--- config.mk ---
export PLATFORM = sky130hd
export DESIGN_NAME = protection_trip_aggregator
export DESIGN_NICKNAME = d
export VERILOG_FILES = /design/src/include/prot_pkg.sv /design/src/sync_vec.sv /design/src/protection_trip_aggregator.sv
export VERILOG_INCLUDE_DIRS = /design/src /design/src/include
export SDC_FILE = /design/constraint.sdc
export NUM_CORES = 1
export LEC_CHECK = 0
export ABC_CLOCK_PERIOD_IN_PS = 2000
export BUFFER_PORTS_ARGS = -buffer_cell sky130_fd_sc_hd__buf_2
export CAP_MARGIN = 20
export CORE_UTILIZATION = 47
export CTS_BUF_LIST = sky130_fd_sc_hd__clkbuf_4 sky130_fd_sc_hd__clkbuf_8
export CTS_CLUSTER_SIZE = 10
export DETAILED_ROUTE_END_ITERATION = 8
export PLACE_DENSITY_LB_ADDON = 0.2
export SLEW_MARGIN = 5
export SYNTH_ARGS = -nofsm -noshare
export SYNTH_HDL_FRONTEND = slang
export SYNTH_HIERARCHICAL = 1
export SYNTH_SLANG_ARGS = --single-unit
--- constraint.sdc ---
create_clock -name sys_clk -period 2 [get_ports sys_clk]
set_input_delay 0.2 -clock sys_clk [delete_from_list [all_inputs] [get_ports sys_clk]]
set_output_delay 0.2 -clock sys_clk [all_outputs]
set_load 0.005 [all_outputs]
--- src/include/prot_defs.svh ---
// Register offsets, field positions, reset values and widths of the protection trip aggregator
`ifndef PROT_DEFS_SVH
`define PROT_DEFS_SVH

// ----------------------------------------------------------------
// Register offsets (byte addresses)
// ----------------------------------------------------------------
`define PROT_OFS_CTRL      8'h00
`define PROT_OFS_SUPV_ONLY 8'h04
`define PROT_OFS_PHASE_CAP 8'h08
`define PROT_OFS_STATUS    8'h0c
`define PROT_OFS_IRQ_STAT  8'h10
`define PROT_OFS_IRQ_EN    8'h14
`define PROT_OFS_IRQ_CLR   8'h18

// ----------------------------------------------------------------
// Control register fields
// ----------------------------------------------------------------
`define PROT_CTRL_FUNC        0
`define PROT_CTRL_EXT_PERMIT  1
`define PROT_CTRL_PERM_INHIB  2
`define PROT_CTRL_TEMP_PERMIT 3
`define PROT_CTRL_W           4

// ----------------------------------------------------------------
// Status register fields
// ----------------------------------------------------------------
`define PROT_ST_ALARM     0
`define PROT_ST_TRIP      1
`define PROT_ST_AVAIL     2
`define PROT_ST_ACTIVE    3
`define PROT_ST_BLOCKED   4
`define PROT_ST_TRIP_BLK  5
`define PROT_ST_W         6

// ----------------------------------------------------------------
// Interrupt event bits
// ----------------------------------------------------------------
`define PROT_EV_TRIP      0
`define PROT_EV_ALARM     1
`define PROT_EV_BLOCKED   2
`define PROT_EV_UNAVAIL   3
`define PROT_EV_W         4

// ----------------------------------------------------------------
// Reset values
// ----------------------------------------------------------------
`define PROT_CTRL_RST     4'h1
`define PROT_IRQ_EN_RST   4'h0

// ----------------------------------------------------------------
// Widths and timing
// ----------------------------------------------------------------
`define PROT_ADDR_W       8
`define PROT_DATA_W       32
`define PROT_PHASES       3
`define PROT_SYNC_STAGES  2

`endif

--- src/include/prot_pkg.sv ---
// Types shared by the protection trip aggregator files
`include "prot_defs.svh"

package prot_pkg;
  typedef logic [`PROT_ADDR_W-1:0] reg_addr_t;
  typedef logic [`PROT_DATA_W-1:0] reg_data_t;
  typedef logic [`PROT_CTRL_W-1:0] ctrl_t;
  typedef logic [`PROT_EV_W-1:0]   event_t;
  typedef logic [`PROT_PHASES-1:0] phase_t;
endpackage

--- src/sync_vec.sv ---
// Two-stage synchroniser for a vector of asynchronous levels
`timescale 1ns/10ps

module sync_vec #(
  parameter int W = 1
) (
  // Clock and reset
  input  wire logic         sys_clk,
  input  wire logic         rst_n,
  // Levels
  input  wire logic [W-1:0] d,
  output logic      [W-1:0] q
);

  logic [W-1:0] meta_q;
  logic [W-1:0] meta_d;
  logic [W-1:0] q_d;

  always_comb
  begin
    meta_d = d;
    q_d    = meta_q;
  end

  always_ff @(posedge sys_clk or negedge rst_n)
  begin
    if (!rst_n)
    begin
      meta_q <= '0;
      q      <= '0;
    end
    else
    begin
      meta_q <= meta_d;
      q      <= q_d;
    end
  end

endmodule

--- src/protection_trip_aggregator.sv ---
// Master protection supervisor: gating, blockings, collective alarms and trips, trip commands
//
// The address-and-strobe port and the register addresses were left to the implementer.
`timescale 1ns/10ps
`include "prot_defs.svh"

// Operation
// RL1: Inactive function or blocked master drops active
// RL2: Permitted external block inputs block all protection
// RL3: Permanent inhibit suppresses every trip command
// RL4: Permitted temporary inhibit input suppresses trip commands
// RL5: Forward element decisions only when not supervision-only
// RL6: Supervision-only elements stay local, no command
// RL7: General alarm is OR of forwarded alarms
// RL8: Elements trip only after their own delay
// RL9: General trip is OR of forwarded trips
// RL10: General trip issues commands unless inhibited
// RL11: Per-phase collectives from capable, forwarded elements
// RL12: Available needs no setting change, values OK
// RL13: Inputs sampled, outputs update next clock edge (asynchronous inputs: third edge, after two sync stages)
module protection_trip_aggregator #(
  parameter int N_ELEM = 8
) (
  // Clock and reset
  input  wire logic                     sys_clk,
  input  wire logic                     rst_n,
  // Register port
  input  wire prot_pkg::reg_addr_t      addr,
  input  wire prot_pkg::reg_data_t      wr_data,
  input  wire logic                     wr_en,
  input  wire logic                     rd_en,
  output prot_pkg::reg_data_t           rd_data,
  // Asynchronous blocking and condition inputs
  input  wire logic                     block_input_a,
  input  wire logic                     block_input_b,
  input  wire logic                     temp_trip_inhibit_input,
  input  wire logic                     setting_change_busy,
  input  wire logic                     meas_ok,
  // Protection elements
  input  wire logic [N_ELEM-1:0]        elem_alarm,
  input  wire logic [N_ELEM-1:0]        elem_trip,
  input  wire logic [3*N_ELEM-1:0]      elem_phase_alarm,
  input  wire logic [3*N_ELEM-1:0]      elem_phase_trip,
  // Collective state
  output logic                          prot_available,
  output logic                          prot_active,
  output logic                          master_blocked_state,
  output logic                          trip_inhibited,
  output logic                          general_alarm,
  output logic                          general_trip,
  output logic                          phase1_collective_alarm,
  output logic                          phase2_collective_alarm,
  output logic                          phase3_collective_alarm,
  output logic                          phase1_collective_trip,
  output logic                          phase2_collective_trip,
  output logic                          phase3_collective_trip,
  output logic [N_ELEM-1:0]             trip_command_out,
  // Interrupt
  output logic                          irq
);
  import prot_pkg::*;

  // ----------------------------------------------------------------
  // Parameter check
  // ----------------------------------------------------------------
  generate
    if (N_ELEM < 1 || N_ELEM > `PROT_DATA_W)
    begin : g_bad_n
      $error("N_ELEM must lie between 1 and 32");
    end
  endgenerate

  // ----------------------------------------------------------------
  // Input synchronisation
  // ----------------------------------------------------------------
  logic [4:0] async_in;
  logic [4:0] async_s;
  logic       blk_a_s;
  logic       blk_b_s;
  logic       temp_in_s;
  logic       busy_s;
  logic       meas_ok_s;

  assign async_in = {meas_ok, setting_change_busy, temp_trip_inhibit_input, block_input_b, block_input_a};
  sync_vec #(
    .W (5)
  ) u_sync (
    .sys_clk (sys_clk),
    .rst_n   (rst_n),
    .d       (async_in),
    .q       (async_s)
  );
  assign {meas_ok_s, busy_s, temp_in_s, blk_b_s, blk_a_s} = async_s;

  // ----------------------------------------------------------------
  // Settings registers
  // ----------------------------------------------------------------
  ctrl_t             ctrl_q;
  ctrl_t             ctrl_d;
  logic [N_ELEM-1:0] supv_only_q;
  logic [N_ELEM-1:0] supv_only_d;
  logic [N_ELEM-1:0] phase_cap_q;
  logic [N_ELEM-1:0] phase_cap_d;
  event_t            irq_en_q;
  event_t            irq_en_d;

  always_comb
  begin
    ctrl_d      = ctrl_q;
    supv_only_d = supv_only_q;
    phase_cap_d = phase_cap_q;
    irq_en_d    = irq_en_q;
    if (wr_en)
    begin
      case (addr)
        `PROT_OFS_CTRL:      ctrl_d      = wr_data[`PROT_CTRL_W-1:0];
        `PROT_OFS_SUPV_ONLY: supv_only_d = wr_data[N_ELEM-1:0];
        `PROT_OFS_PHASE_CAP: phase_cap_d = wr_data[N_ELEM-1:0];
        `PROT_OFS_IRQ_EN:    irq_en_d    = wr_data[`PROT_EV_W-1:0];
        default:             ctrl_d      = ctrl_q;
      endcase
    end
  end

  always_ff @(posedge sys_clk or negedge rst_n)
  begin
    if (!rst_n)
    begin
      ctrl_q      <= `PROT_CTRL_RST;
      supv_only_q <= '0;
      phase_cap_q <= '1;
      irq_en_q    <= `PROT_IRQ_EN_RST;
    end
    else
    begin
      ctrl_q      <= ctrl_d;
      supv_only_q <= supv_only_d;
      phase_cap_q <= phase_cap_d;
      irq_en_q    <= irq_en_d;
    end
  end

  // ----------------------------------------------------------------
  // Availability, blocking and forwarding
  // ----------------------------------------------------------------
  logic              avail_c;
  logic              blocked_c;
  logic              active_c;
  logic              trip_blk_c;
  logic [N_ELEM-1:0] fwd_mask;
  logic [N_ELEM-1:0] fwd_alarm;
  logic [N_ELEM-1:0] fwd_trip;
  phase_t            ph_alarm_c;
  phase_t            ph_trip_c;
  always_comb
  begin
    avail_c    = !busy_s && meas_ok_s;                                              // RL12
    blocked_c  = ctrl_q[`PROT_CTRL_EXT_PERMIT] && (blk_a_s || blk_b_s);             // RL2
    active_c   = ctrl_q[`PROT_CTRL_FUNC] && avail_c && !blocked_c;                  // RL1 RL12
    trip_blk_c = ctrl_q[`PROT_CTRL_PERM_INHIB]                                      // RL3
               || (ctrl_q[`PROT_CTRL_TEMP_PERMIT] && temp_in_s);                     // RL4
    fwd_mask   = ~supv_only_q & {N_ELEM{active_c}};                                 // RL5 RL6
    fwd_alarm  = elem_alarm & fwd_mask;
    fwd_trip   = elem_trip & fwd_mask;                                              // RL8
  end

  // Per-phase collectives only see single-phase capable elements
  generate
    for (genvar p = 0; p < `PROT_PHASES; p++)
    begin : g_phase
      assign ph_alarm_c[p] = |(elem_phase_alarm[p*N_ELEM +: N_ELEM] & fwd_mask & phase_cap_q);   // RL11
      assign ph_trip_c[p]  = |(elem_phase_trip[p*N_ELEM +: N_ELEM] & fwd_mask & phase_cap_q);    // RL11
    end
  endgenerate

  // ----------------------------------------------------------------
  // Collective outputs
  // ----------------------------------------------------------------
  phase_t            ph_alarm_q;
  phase_t            ph_trip_q;
  logic [N_ELEM-1:0] cmd_d;
  logic              gen_alarm_d;
  logic              gen_trip_d;
  always_comb
  begin
    gen_alarm_d = |fwd_alarm;                                                       // RL7
    gen_trip_d  = |fwd_trip;                                                        // RL9
    cmd_d       = fwd_trip & {N_ELEM{gen_trip_d && !trip_blk_c}};                   // RL10 RL6
  end

  always_ff @(posedge sys_clk or negedge rst_n)
  begin
    if (!rst_n)
    begin
      prot_available       <= 1'b0;
      prot_active          <= 1'b0;
      master_blocked_state <= 1'b0;
      trip_inhibited       <= 1'b0;
      general_alarm        <= 1'b0;
      general_trip         <= 1'b0;
      ph_alarm_q           <= '0;
      ph_trip_q            <= '0;
      trip_command_out     <= '0;
    end
    else
    begin
      prot_available       <= avail_c;                                              // RL13
      prot_active          <= active_c;
      master_blocked_state <= blocked_c;
      trip_inhibited       <= trip_blk_c;
      general_alarm        <= gen_alarm_d;
      general_trip         <= gen_trip_d;
      ph_alarm_q           <= ph_alarm_c;
      ph_trip_q            <= ph_trip_c;
      trip_command_out     <= cmd_d;
    end
  end

  assign phase1_collective_alarm = ph_alarm_q[0];
  assign phase2_collective_alarm = ph_alarm_q[1];
  assign phase3_collective_alarm = ph_alarm_q[2];
  assign phase1_collective_trip  = ph_trip_q[0];
  assign phase2_collective_trip  = ph_trip_q[1];
  assign phase3_collective_trip  = ph_trip_q[2];

  // ----------------------------------------------------------------
  // Interrupt status
  // ----------------------------------------------------------------
  event_t irq_stat_q;
  event_t irq_stat_d;
  event_t ev_c;
  event_t clr_c;
  logic   irq_d;
  always_comb
  begin
    ev_c                   = '0;
    ev_c[`PROT_EV_TRIP]    = gen_trip_d && !general_trip;
    ev_c[`PROT_EV_ALARM]   = gen_alarm_d && !general_alarm;
    ev_c[`PROT_EV_BLOCKED] = blocked_c && !master_blocked_state;
    ev_c[`PROT_EV_UNAVAIL] = !avail_c && prot_available;
    clr_c                  = (wr_en && addr == `PROT_OFS_IRQ_CLR) ? wr_data[`PROT_EV_W-1:0] : '0;
    // A new event beats a clear in the same cycle
    irq_stat_d             = (irq_stat_q & ~clr_c) | ev_c;
    irq_d                  = |(irq_stat_d & irq_en_d);
  end

  always_ff @(posedge sys_clk or negedge rst_n)
  begin
    if (!rst_n)
    begin
      irq_stat_q <= '0;
      irq        <= 1'b0;
    end
    else
    begin
      irq_stat_q <= irq_stat_d;
      irq        <= irq_d;
    end
  end

  // ----------------------------------------------------------------
  // Register read
  // ----------------------------------------------------------------
  reg_data_t rd_data_d;
  always_comb
  begin
    rd_data_d = '0;
    if (rd_en)
    begin
      case (addr)
        `PROT_OFS_CTRL:      rd_data_d[`PROT_CTRL_W-1:0] = ctrl_q;
        `PROT_OFS_SUPV_ONLY: rd_data_d[N_ELEM-1:0]       = supv_only_q;
        `PROT_OFS_PHASE_CAP: rd_data_d[N_ELEM-1:0]       = phase_cap_q;
        `PROT_OFS_STATUS:    rd_data_d[`PROT_ST_W-1:0]   = {trip_inhibited, master_blocked_state, prot_active,
                                                            prot_available, general_trip, general_alarm};
        `PROT_OFS_IRQ_STAT:  rd_data_d[`PROT_EV_W-1:0]   = irq_stat_q;
        `PROT_OFS_IRQ_EN:    rd_data_d[`PROT_EV_W-1:0]   = irq_en_q;
        default:             rd_data_d                   = '0;
      endcase
    end
  end

  always_ff @(posedge sys_clk or negedge rst_n)
  begin
    if (!rst_n)
    begin
      rd_data <= '0;
    end
    else
    begin
      rd_data <= rd_data_d;
    end
  end
endmodule

## Word level (Yosys, flattened, before mapping)

Index checks and enable logic that the tools add are counted.

| cells by class | value |
|---|---|
| reduce and logical (&&, ||, !) cells | 33 |
| bitwise logic cells | 21 |
| equal/unequal tests | 6 |
| mux-type cells | 7 |

Operators by type and width:

| operator | count |
|---|---|
| AND 8 bit | 16 |
| OR reduction 8 bit | 8 |
| == test 8 x 5 -> 1 bit, second input constant | 3 |
| case mux 4 bit (6 select lines) | 1 |
| == test 8 x 4 -> 1 bit, second input constant | 2 |
| two-way mux 4 bit | 3 |
| logical AND 1 bit | 11 |
| AND 4 bit | 2 |
| == test 8 x 3 -> 1 bit, second input constant | 1 |
| zero test 8 bit | 1 |
| two-way mux 8 bit | 1 |
| inverter 8 bit | 1 |
| zero test 1 bit | 7 |
| case mux 2 bit (3 select lines) | 1 |
| AND reduction 2 bit | 3 |
| inverter 4 bit | 1 |
| bitwise OR 4 bit | 1 |
| case mux 2 bit (2 select lines) | 1 |
| OR reduction 4 bit | 1 |
| logical OR 1 bit | 2 |

| storage, ports and cells | value |
|---|---|
| output and inout bits | 53 |
| register bits after elaboration | 91 |
| input bits | 113 |
| word-level logic and storage cells | 85 |

## Depth between registers and ports, before layout

Gate-level depths: netlist of run 1.

| depth | value |
|---|---|
| depth after elaboration | 11 |
| depth in mapped cells | 7 |
| mapped depth without buffers | 6 |

## Cells and area by module

The synthesis of run 1 kept the hierarchy.

By module, submodules not included:

| module | cells each | area an instance (µm²) | instances | sequential area each (µm²) |
|---|---|---|---|---|
| protection_trip_aggregator | 269 | 2934.1 | 1 | 1437.6 |
| sync_vec | 10 | 250.2 | 1 | 250.2 |

## Least setup slack after synthesis of run 1

OpenSTA, ideal clock, no wires.

| timing | value |
|---|---|
| kind | register -> register |
| start point | reg u_sync.q[1] |
| end point | reg ph_trip_q[0] |
| stages on the path, launching flop included | 7 |
| period minus slack after synthesis | 1.614 ns |
| path buffers | 1 |
| setup time | 0.070 ns |
| arrival | 1.544 ns |
| required time | 1.930 ns |
| setup slack | 0.386 ns |
| path through | dfrtp_1 > o21ai_1 > nand3_1 > buf_2 > nor3b_1 > a22oi_1 > nand3_1 |

| on the way | value |
|---|---|
| longest elaborated chain between the ends | 8 |

Ends and longest elaborated chain:

| item | line | text |
|---|---|---|
| start, declared | sync_vec.sv:12 | `output logic [W-1:0] q` |
| start signal, assigned | sync_vec.sv:35 | `q <= q_d;` |
| logical OR 1 bit | protection_trip_aggregator.sv:158 | `` blocked_c = ctrl_q[`PROT_CTRL_EXT_PERMIT] && (blk_a_s \|\| blk_b_s); `` |
| logical AND 1 bit | protection_trip_aggregator.sv:158 |  |
| zero test 1 bit | protection_trip_aggregator.sv:159 | `` active_c = ctrl_q[`PROT_CTRL_FUNC] && avail_c && !blocked_c; `` |
| logical AND 1 bit | protection_trip_aggregator.sv:159 |  |
| AND 8 bit | protection_trip_aggregator.sv:162 | `fwd_mask = ~supv_only_q & {N_ELEM{active_c}};` |
| AND 8 bit (2 in a row) | protection_trip_aggregator.sv:172 | `assign ph_trip_c[p] = \|(elem_phase_trip[p*N_ELEM +: N_ELEM] & fwd_mask & phase_cap_q);` |
| OR reduction 8 bit | protection_trip_aggregator.sv:172 |  |
| named net ph_trip_c[0] | protection_trip_aggregator.sv:154 | `phase_t ph_trip_c;` |
| end signal, assigned | protection_trip_aggregator.sv:214 | `ph_trip_q <= ph_trip_c;` |
| end, declared | protection_trip_aggregator.sv:180 | `phase_t ph_trip_q;` |

The timed path passes the listed nets, and every way through them passes these cells.
A chain may end at the register's enable or synchronous reset.

## Worst setup path in the final report of run 1

| timing | value |
|---|---|
| start point | reg u_sync.q[1] |
| end point | reg trip_command_out[0] |

| on the way | value |
|---|---|
| longest elaborated chain between the ends | 9 |

Ends and longest elaborated chain:

| item | line | text |
|---|---|---|
| logical OR 1 bit * | protection_trip_aggregator.sv:158 |  |
| logical AND 1 bit * | protection_trip_aggregator.sv:158 |  |
| zero test 1 bit * | protection_trip_aggregator.sv:159 |  |
| logical AND 1 bit * | protection_trip_aggregator.sv:159 |  |
| named net active_c | protection_trip_aggregator.sv:148 | `logic active_c;` |
| AND 8 bit * | protection_trip_aggregator.sv:162 |  |
| AND 8 bit * | protection_trip_aggregator.sv:164 | `fwd_trip = elem_trip & fwd_mask;` |
| OR reduction 8 bit | protection_trip_aggregator.sv:187 | `gen_trip_d = \|fwd_trip;` |
| logical AND 1 bit | protection_trip_aggregator.sv:188 | `cmd_d = fwd_trip & {N_ELEM{gen_trip_d && !trip_blk_c}};` |
| AND 8 bit * | protection_trip_aggregator.sv:188 |  |
| named net cmd_d[0] | protection_trip_aggregator.sv:181 | `logic [N_ELEM-1:0] cmd_d;` |
| end signal, assigned | protection_trip_aggregator.sv:215 | `trip_command_out <= cmd_d;` |
| end, declared | protection_trip_aggregator.sv:57 | `output logic [N_ELEM-1:0] trip_command_out,` |

Mark *: on every way through the listed nets, which the timed path passes. The rest lies on a longest branch.

==> impl_metrics.env, run 1 <==
export IMPL_yosys_area_top_type="dfrtp_1"
export IMPL_critical_path_class="reg -> reg"
export IMPL_pwr_density_cell_nw_per_um2=710
export IMPL_async_reset_ff_frac=1.00
export IMPL_path_cells="o21ai_1, nand3_1, inv_1, o21ai_1, or2_2, nor2_1"
export IMPL_root_buffer="clkbuf_8"
export IMPL_dr_pass1_iters=9
export IMPL_synth_ff_type="dfrtp_1"
export IMPL_dp_cells=478
export IMPL_crit_top_cell="o21ai_1"
export IMPL_grt_pass1_wl_um=13200
export IMPL_synth_edf_count=0
export IMPL_port_buffers=117
export IMPL_slowest_delay_ns=0.41
export IMPL_cap_viol_max_count=0
export IMPL_grt_ovfl_total=0
export IMPL_ys_top_cells_by_area="dfrtp_1 46%, mux2_2 7.8%, dfstp_2 7.4%"
export IMPL_fmax_ghz=0.592
export IMPL_netlist_area_um2=3180
export IMPL_rsz0062_at_grt="false"
export IMPL_finalCritPeriodShare=0.844
export IMPL_cts_resized=0
export IMPL_grt_pass1_vias=2720
export IMPL_yosysTopAreaCellShare=0.456
export IMPL_dp_hpwl_um=6060
export IMPL_fin_nets=531
export IMPL_route_detailed_drc=14
export IMPL_drt_iter0_drc=228
export IMPL_layout_commonest_cell="buf_2"
export IMPL_dp_slack_ns=0.263
export IMPL_post_drt_wl_per_cell_um=16.5
export IMPL_status="complete, but fails checks"
export IMPL_die_y_um=84.3
export IMPL_design_core_area_um2=6460
export IMPL_grt_usage=0.243
export IMPL_worst_ep_required_time_ns=2.28
export IMPL_die_w_um=84.3
export IMPL_ir_drop_uv=345
export IMPL_grt_start_max_net_pins=68
export IMPL_fin_skew_ns=0.0113
export IMPL_ys_types=43
export IMPL_synth_seq_area_share=0.530
export IMPL_route_vias_total=2708
export IMPL_worstPathArrival_ns=1.97
export IMPL_tns_ns=0
export IMPL_violations="DRC"
export IMPL_slew_headroom=0.631
export IMPL_fin_crit_ns=1.69
export IMPL_floorplan_initialDensity=0.493
export IMPL_worstPathMaxFanout=8
export IMPL_syn_to_final_growth_pct=29.2
export IMPL_synth_seq_cells=67
export IMPL_h_tree_depth=3
export IMPL_finalSetupViolations=0
export IMPL_cp_end_kind="register"
export IMPL_clock_sinks=67
export IMPL_clk_latency_ns=0.35
export IMPL_final_max_slew_viol_count=0
export IMPL_ios=166
export IMPL_drive_above_1_share=0.440
export IMPL_syn_inst=279
export IMPL_final_cells=500
export IMPL_cts_buffers=9
export IMPL_hold_buffers=6
export IMPL_cts_buffer_depth=2
export IMPL_place_gp_congestion=0.828
export IMPL_hp_class="in -> reg"
export IMPL_n_antenna_cell=0
export IMPL_start_kind="register"
export IMPL_cts_setup_buffers=0
export IMPL_vias_per_cell=5.42
export IMPL_dieArea_um2=7110
export IMPL_max_slew_worst_pin_slew_ns=0.552
export IMPL_leakage_nw=2.16
export IMPL_clk_pin_slew_worst_paths_ns=0.08
export IMPL_antenna_left=0
export IMPL_row_count=29
export IMPL_timing_final_ws_setup_ns=0.312
export IMPL_antenna_found_initial=0
export IMPL_hold_viol=0
export IMPL_layout_common_cells="117 x buf_2, 58 x dfrtp_1, 24 x conb_1"
export IMPL_wl_um=8260
export IMPL_critical_path_slowest_cell="or2_2"
export IMPL_ys_warn_count=6
export IMPL_syn_avg_cell_area_um2=11.4
export IMPL_cts_tree="built"
logic make-up (layout without fill, tap and decap cells):
kind of cell,count (synthesis),in the layout,synth area share
simple gates,83,83,0.161
flops,67,67,0.530
compound gates,56,56,0.130
buf+inv,46,167,0.0841
mux,26,26,0.0935
other cells,1,24,0.00118
routing by layer:
layer  track usage  vias to the layer above  wire length [um]
met5             0                        -                 0
met4         0.102                        0               161
met3        0.0551                       16               650
met2         0.386                      140              3860
met1         0.323                     1302              3580
li1              -                     1250                 -
state kept, by name, summed over array words and instances, names as in the netlist, 3 cells and up:
name              flops
ctrl_q                4
irq_en_q              4
irq_stat_q            4
ph_alarm_q            3
ph_trip_q             3
phase_cap_q           8
rd_data               8
supv_only_q           8
trip_command_out      8
u_sync/meta_q         5
u_sync/q              5
per-stage QoR:
step                       util  cell area, um^2  total power (W)  hold WS, ns
after global placement    0.596             3850          0.00176        0.244
after global routing      0.637             4120          0.00304       0.0656
after detailed placement  0.596             3850          0.00176        0.248
after CTS                 0.637             4120          0.00293       0.0496
after floorplan               -             3270          0.00162      -0.0956
final                     0.637             4120          0.00292       0.0571
area by class of cell:
type | instances | area [um^2]
clock inverters | 5 | 62.6
inverters | 16 | 60.1
well taps | 77 | 96.3
fillers | 530 | 2340
flip-flops and latches | 67 | 1690
multi-input cells | 189 | 1320
repair buffers | 135 | 748
clock buffers | 11 | 145
synthesized netlist by cell type, types with 2 or more instances:
cell       count
dfrtp_1       58
buf_4         24
mux2_2        22
inv_1         16
nor2_1        16
a22oi_1       15
a21oi_1       14
nand3_1       14
dfstp_2        9
nand2_1        9
nand2b_1       8
nor2b_1        8
a222oi_1       7
nand4_1        5
nor3b_1        5
a221oi_1       4
and2_1         4
buf_2          4
o22ai_1        4
a32oi_1        3
and3_1         3
clkbuf_1       2
mux2_4         2
mux2i_1        2
o21ai_1        2
o2bb2ai_1      2
path summary, 6_finish.rpt:
check | from | end | slack [ns] | cells after the start
max in group asynchronous | rst_n | phase_cap_q[1] | 1.27 | 3
max reg2reg | u_sync/q[1] | trip_command_out[0] | 0.31 | 6
max | u_sync/q[1] | trip_command_out[0] | 0.31 | 6
min | elem_phase_trip[8] | ph_trip_q[1] | 0.06 | 3
min reg2reg | u_sync/meta_q[0] | u_sync/q[0] | 0.35 | 0
min in group asynchronous | rst_n | rd_data[2] | 0.40 | 3
critical path: cells and delay by family, from the launching register on:
kind	cells	cell delay, ns
buffers and inverters	1	0.12
DFF	1	0.37
AOI/OAI and AO/OA	2	0.43
and+or+nand+nor	3	0.70
power by group:
group	switching (W)	internal, W	leakage, nW
Clock	0.000544	0.000628	0.0992
Sequential	0.0000373	0.00141	0.863
Combinational	0.000155	0.000142	1.20
No activity file was read; power rests on OpenSTA's default activity.
==> run 2, diff against run 1 <==
ABC_CLOCK_PERIOD_IN_PS = 1700   (was 2000)
clock period = 1.7 ns   (was 2 ns; I/O delays follow)
==> impl_metrics.env, run 2 (synthesis results as in run 1) <==
export IMPL_syn_to_final_growth_pct=33.2
export IMPL_dieArea_um2=7110
export IMPL_root_buffer="clkbuf_8"
export IMPL_r2r_end="irq"
export IMPL_worst_ep_required_time_ns=1.91
export IMPL_rsz0062_at_grt="false"
export IMPL_rrSetupSlack_ns=0.09
export IMPL_holdWs_ns=0.0352
export IMPL_route_vias_total=2774
export IMPL_dp_hpwl_um=6220
export IMPL_fin_skew_ns=0.0129
export IMPL_drt_iter0_drc=250
export IMPL_cp_end_kind="register"
export IMPL_die_y_um=84.3
export IMPL_violations="DRC"
export IMPL_grt_pass1_wl_um=13300
export IMPL_cts_buffers=9
export IMPL_critical_path_class="reg -> reg"
export IMPL_layout_commonest_cell="buf_2"
export IMPL_cap_viol_max_count=0
export IMPL_pwr_density_cell_nw_per_um2=783
export IMPL_post_dp_cell_area_um2=3990
export IMPL_clk_pin_slew_worst_paths_ns=0.08
export IMPL_cts_setup_buffers=0
export IMPL_vias_per_cell=5.34
export IMPL_fin_crit_ns=1.61
export IMPL_finalCritPeriodShare=0.950
export IMPL_grt_ovfl_total=0
export IMPL_final_max_slew_viol_count=0
export IMPL_fin_nets=550
export IMPL_status="complete, but fails checks"
export IMPL_grt_usage=0.246
export IMPL_floorplan_initialDensity=0.493
export IMPL_dr_pass1_iters=7
export IMPL_antenna_found_initial=0
export IMPL_layout_common_cells="117 x buf_2, 58 x dfrtp_1, 30 x buf_4"
export IMPL_port_buffers=117
export IMPL_start_kind="register"
export IMPL_ios=166
export IMPL_die_w_um=84.3
export IMPL_multi_input_area_um2=1320
export IMPL_n_antenna_cell=0
export IMPL_place_gp_congestion=0.859
export IMPL_worstPathMaxFanout=4
export IMPL_h_tree_depth=3
export IMPL_antenna_left=0
export IMPL_leakage_nw=2.25
export IMPL_register_area_um2=1690
export IMPL_r2r_start="supv_only_q[6]"
export IMPL_post_drt_wl_per_cell_um=16.3
export IMPL_tns_ns=0
export IMPL_route_detailed_drc=22
export IMPL_finalSetupViolations=0
export IMPL_drive_above_1_share=0.466
export IMPL_cts_buffer_depth=2
export IMPL_row_count=29
export IMPL_grt_pass1_vias=2710
export IMPL_worstHoldEndpoint="ph_trip_q[1]"
export IMPL_cts_tree="built"
export IMPL_clock_sinks=67
export IMPL_r2r_cells=7
export IMPL_design_area_um2=4240
export IMPL_design_core_area_um2=6460
export IMPL_fin_util=0.657
export IMPL_fmax_ghz=0.619
export IMPL_hold_path_depth=3
export IMPL_hold_viol=0
export IMPL_hp_class="in -> reg"
export IMPL_ir_drop_uv=418
export IMPL_worstPathArrival_ns=1.82
export IMPL_wl_um=8440
export IMPL_grt_start_max_net_pins=68
export IMPL_fillers=539
export IMPL_min_from="elem_phase_trip[8]"
export IMPL_clk_latency_ns=0.34
-- run 2: changes by cell type in the layout (fill, tap and decap cells not counted), sizes merged --
cell | before | now
clkbuf | 11 | 12
buf | 129 | 148
bufinv | 1 | 0
clkinv | 2 | 3
clkinvlp | 2 | 1
-- run 2: where the power goes --
part	switching, W	internal [W]	total, W
clock	0.000613	0.000624	0.00124
sequential	0.0000389	0.00166	0.00170
combinational	0.000191	0.000187	0.000378
total	0.000843	0.00248	0.00332
-- run 2: metrics by stage --
stage	cells	setup WS (ns)	total power, W
after CTS	519	0.0809	0.00333
final	519	0.0857	0.00332
after global placement	497	0.0694	0.00209
after detailed placement	497	0.0623	0.00210
after global routing	519	0.0153	0.00345
after floorplan	302	0.0856	0.00190
-- run 2: cell type report --
cell class | instances | share of cell area
inverters | 16 | 0.0142
repair buffers | 154 | 0.210
well taps | 77 | 0.0227
clock inverters | 4 | 0.00620
multi-input cells | 189 | 0.311
flip-flops and latches | 67 | 0.398
clock buffers | 12 | 0.0375
-- run 2: what timing repair did --
action / CTS / global route
endpoints found under the hold margin: 63 / 0
gates resized for setup: 0 / 1
setup endpoints to repair: 0 / 3
hold buffers: 6 / 0
-- run 2: worst max-delay path: stages (launching register included) --
cell and delay, ns:
dfrtp_1 0.35, buf_4 0.13, nand2b_1 0.13, nand4_1 0.10, o21ai_1 0.19, buf_4 0.17, a2bb2oi_1 0.27, o221ai_2 0.15
-- run 2: worst max-delay path by stage --
stage	start	end	slack [ns]
after floorplan	u_sync/q[1]	ph_trip_q[0]	0.09
after global placement	addr[5]	irq	0.07
after detailed placement	addr[5]	irq	0.06
after CTS	u_sync/q[4]	irq	0.08
after global routing	u_sync/q[4]	irq	0.02
final	supv_only_q[6]	irq	0.09
-- run 2: layer usage --
layer,part of all wire,global-route usage
met2,0.48,0.389
met5,0,0
met1,0.44,0.332
met4,0.018,0.113
met3,0.066,0.0423
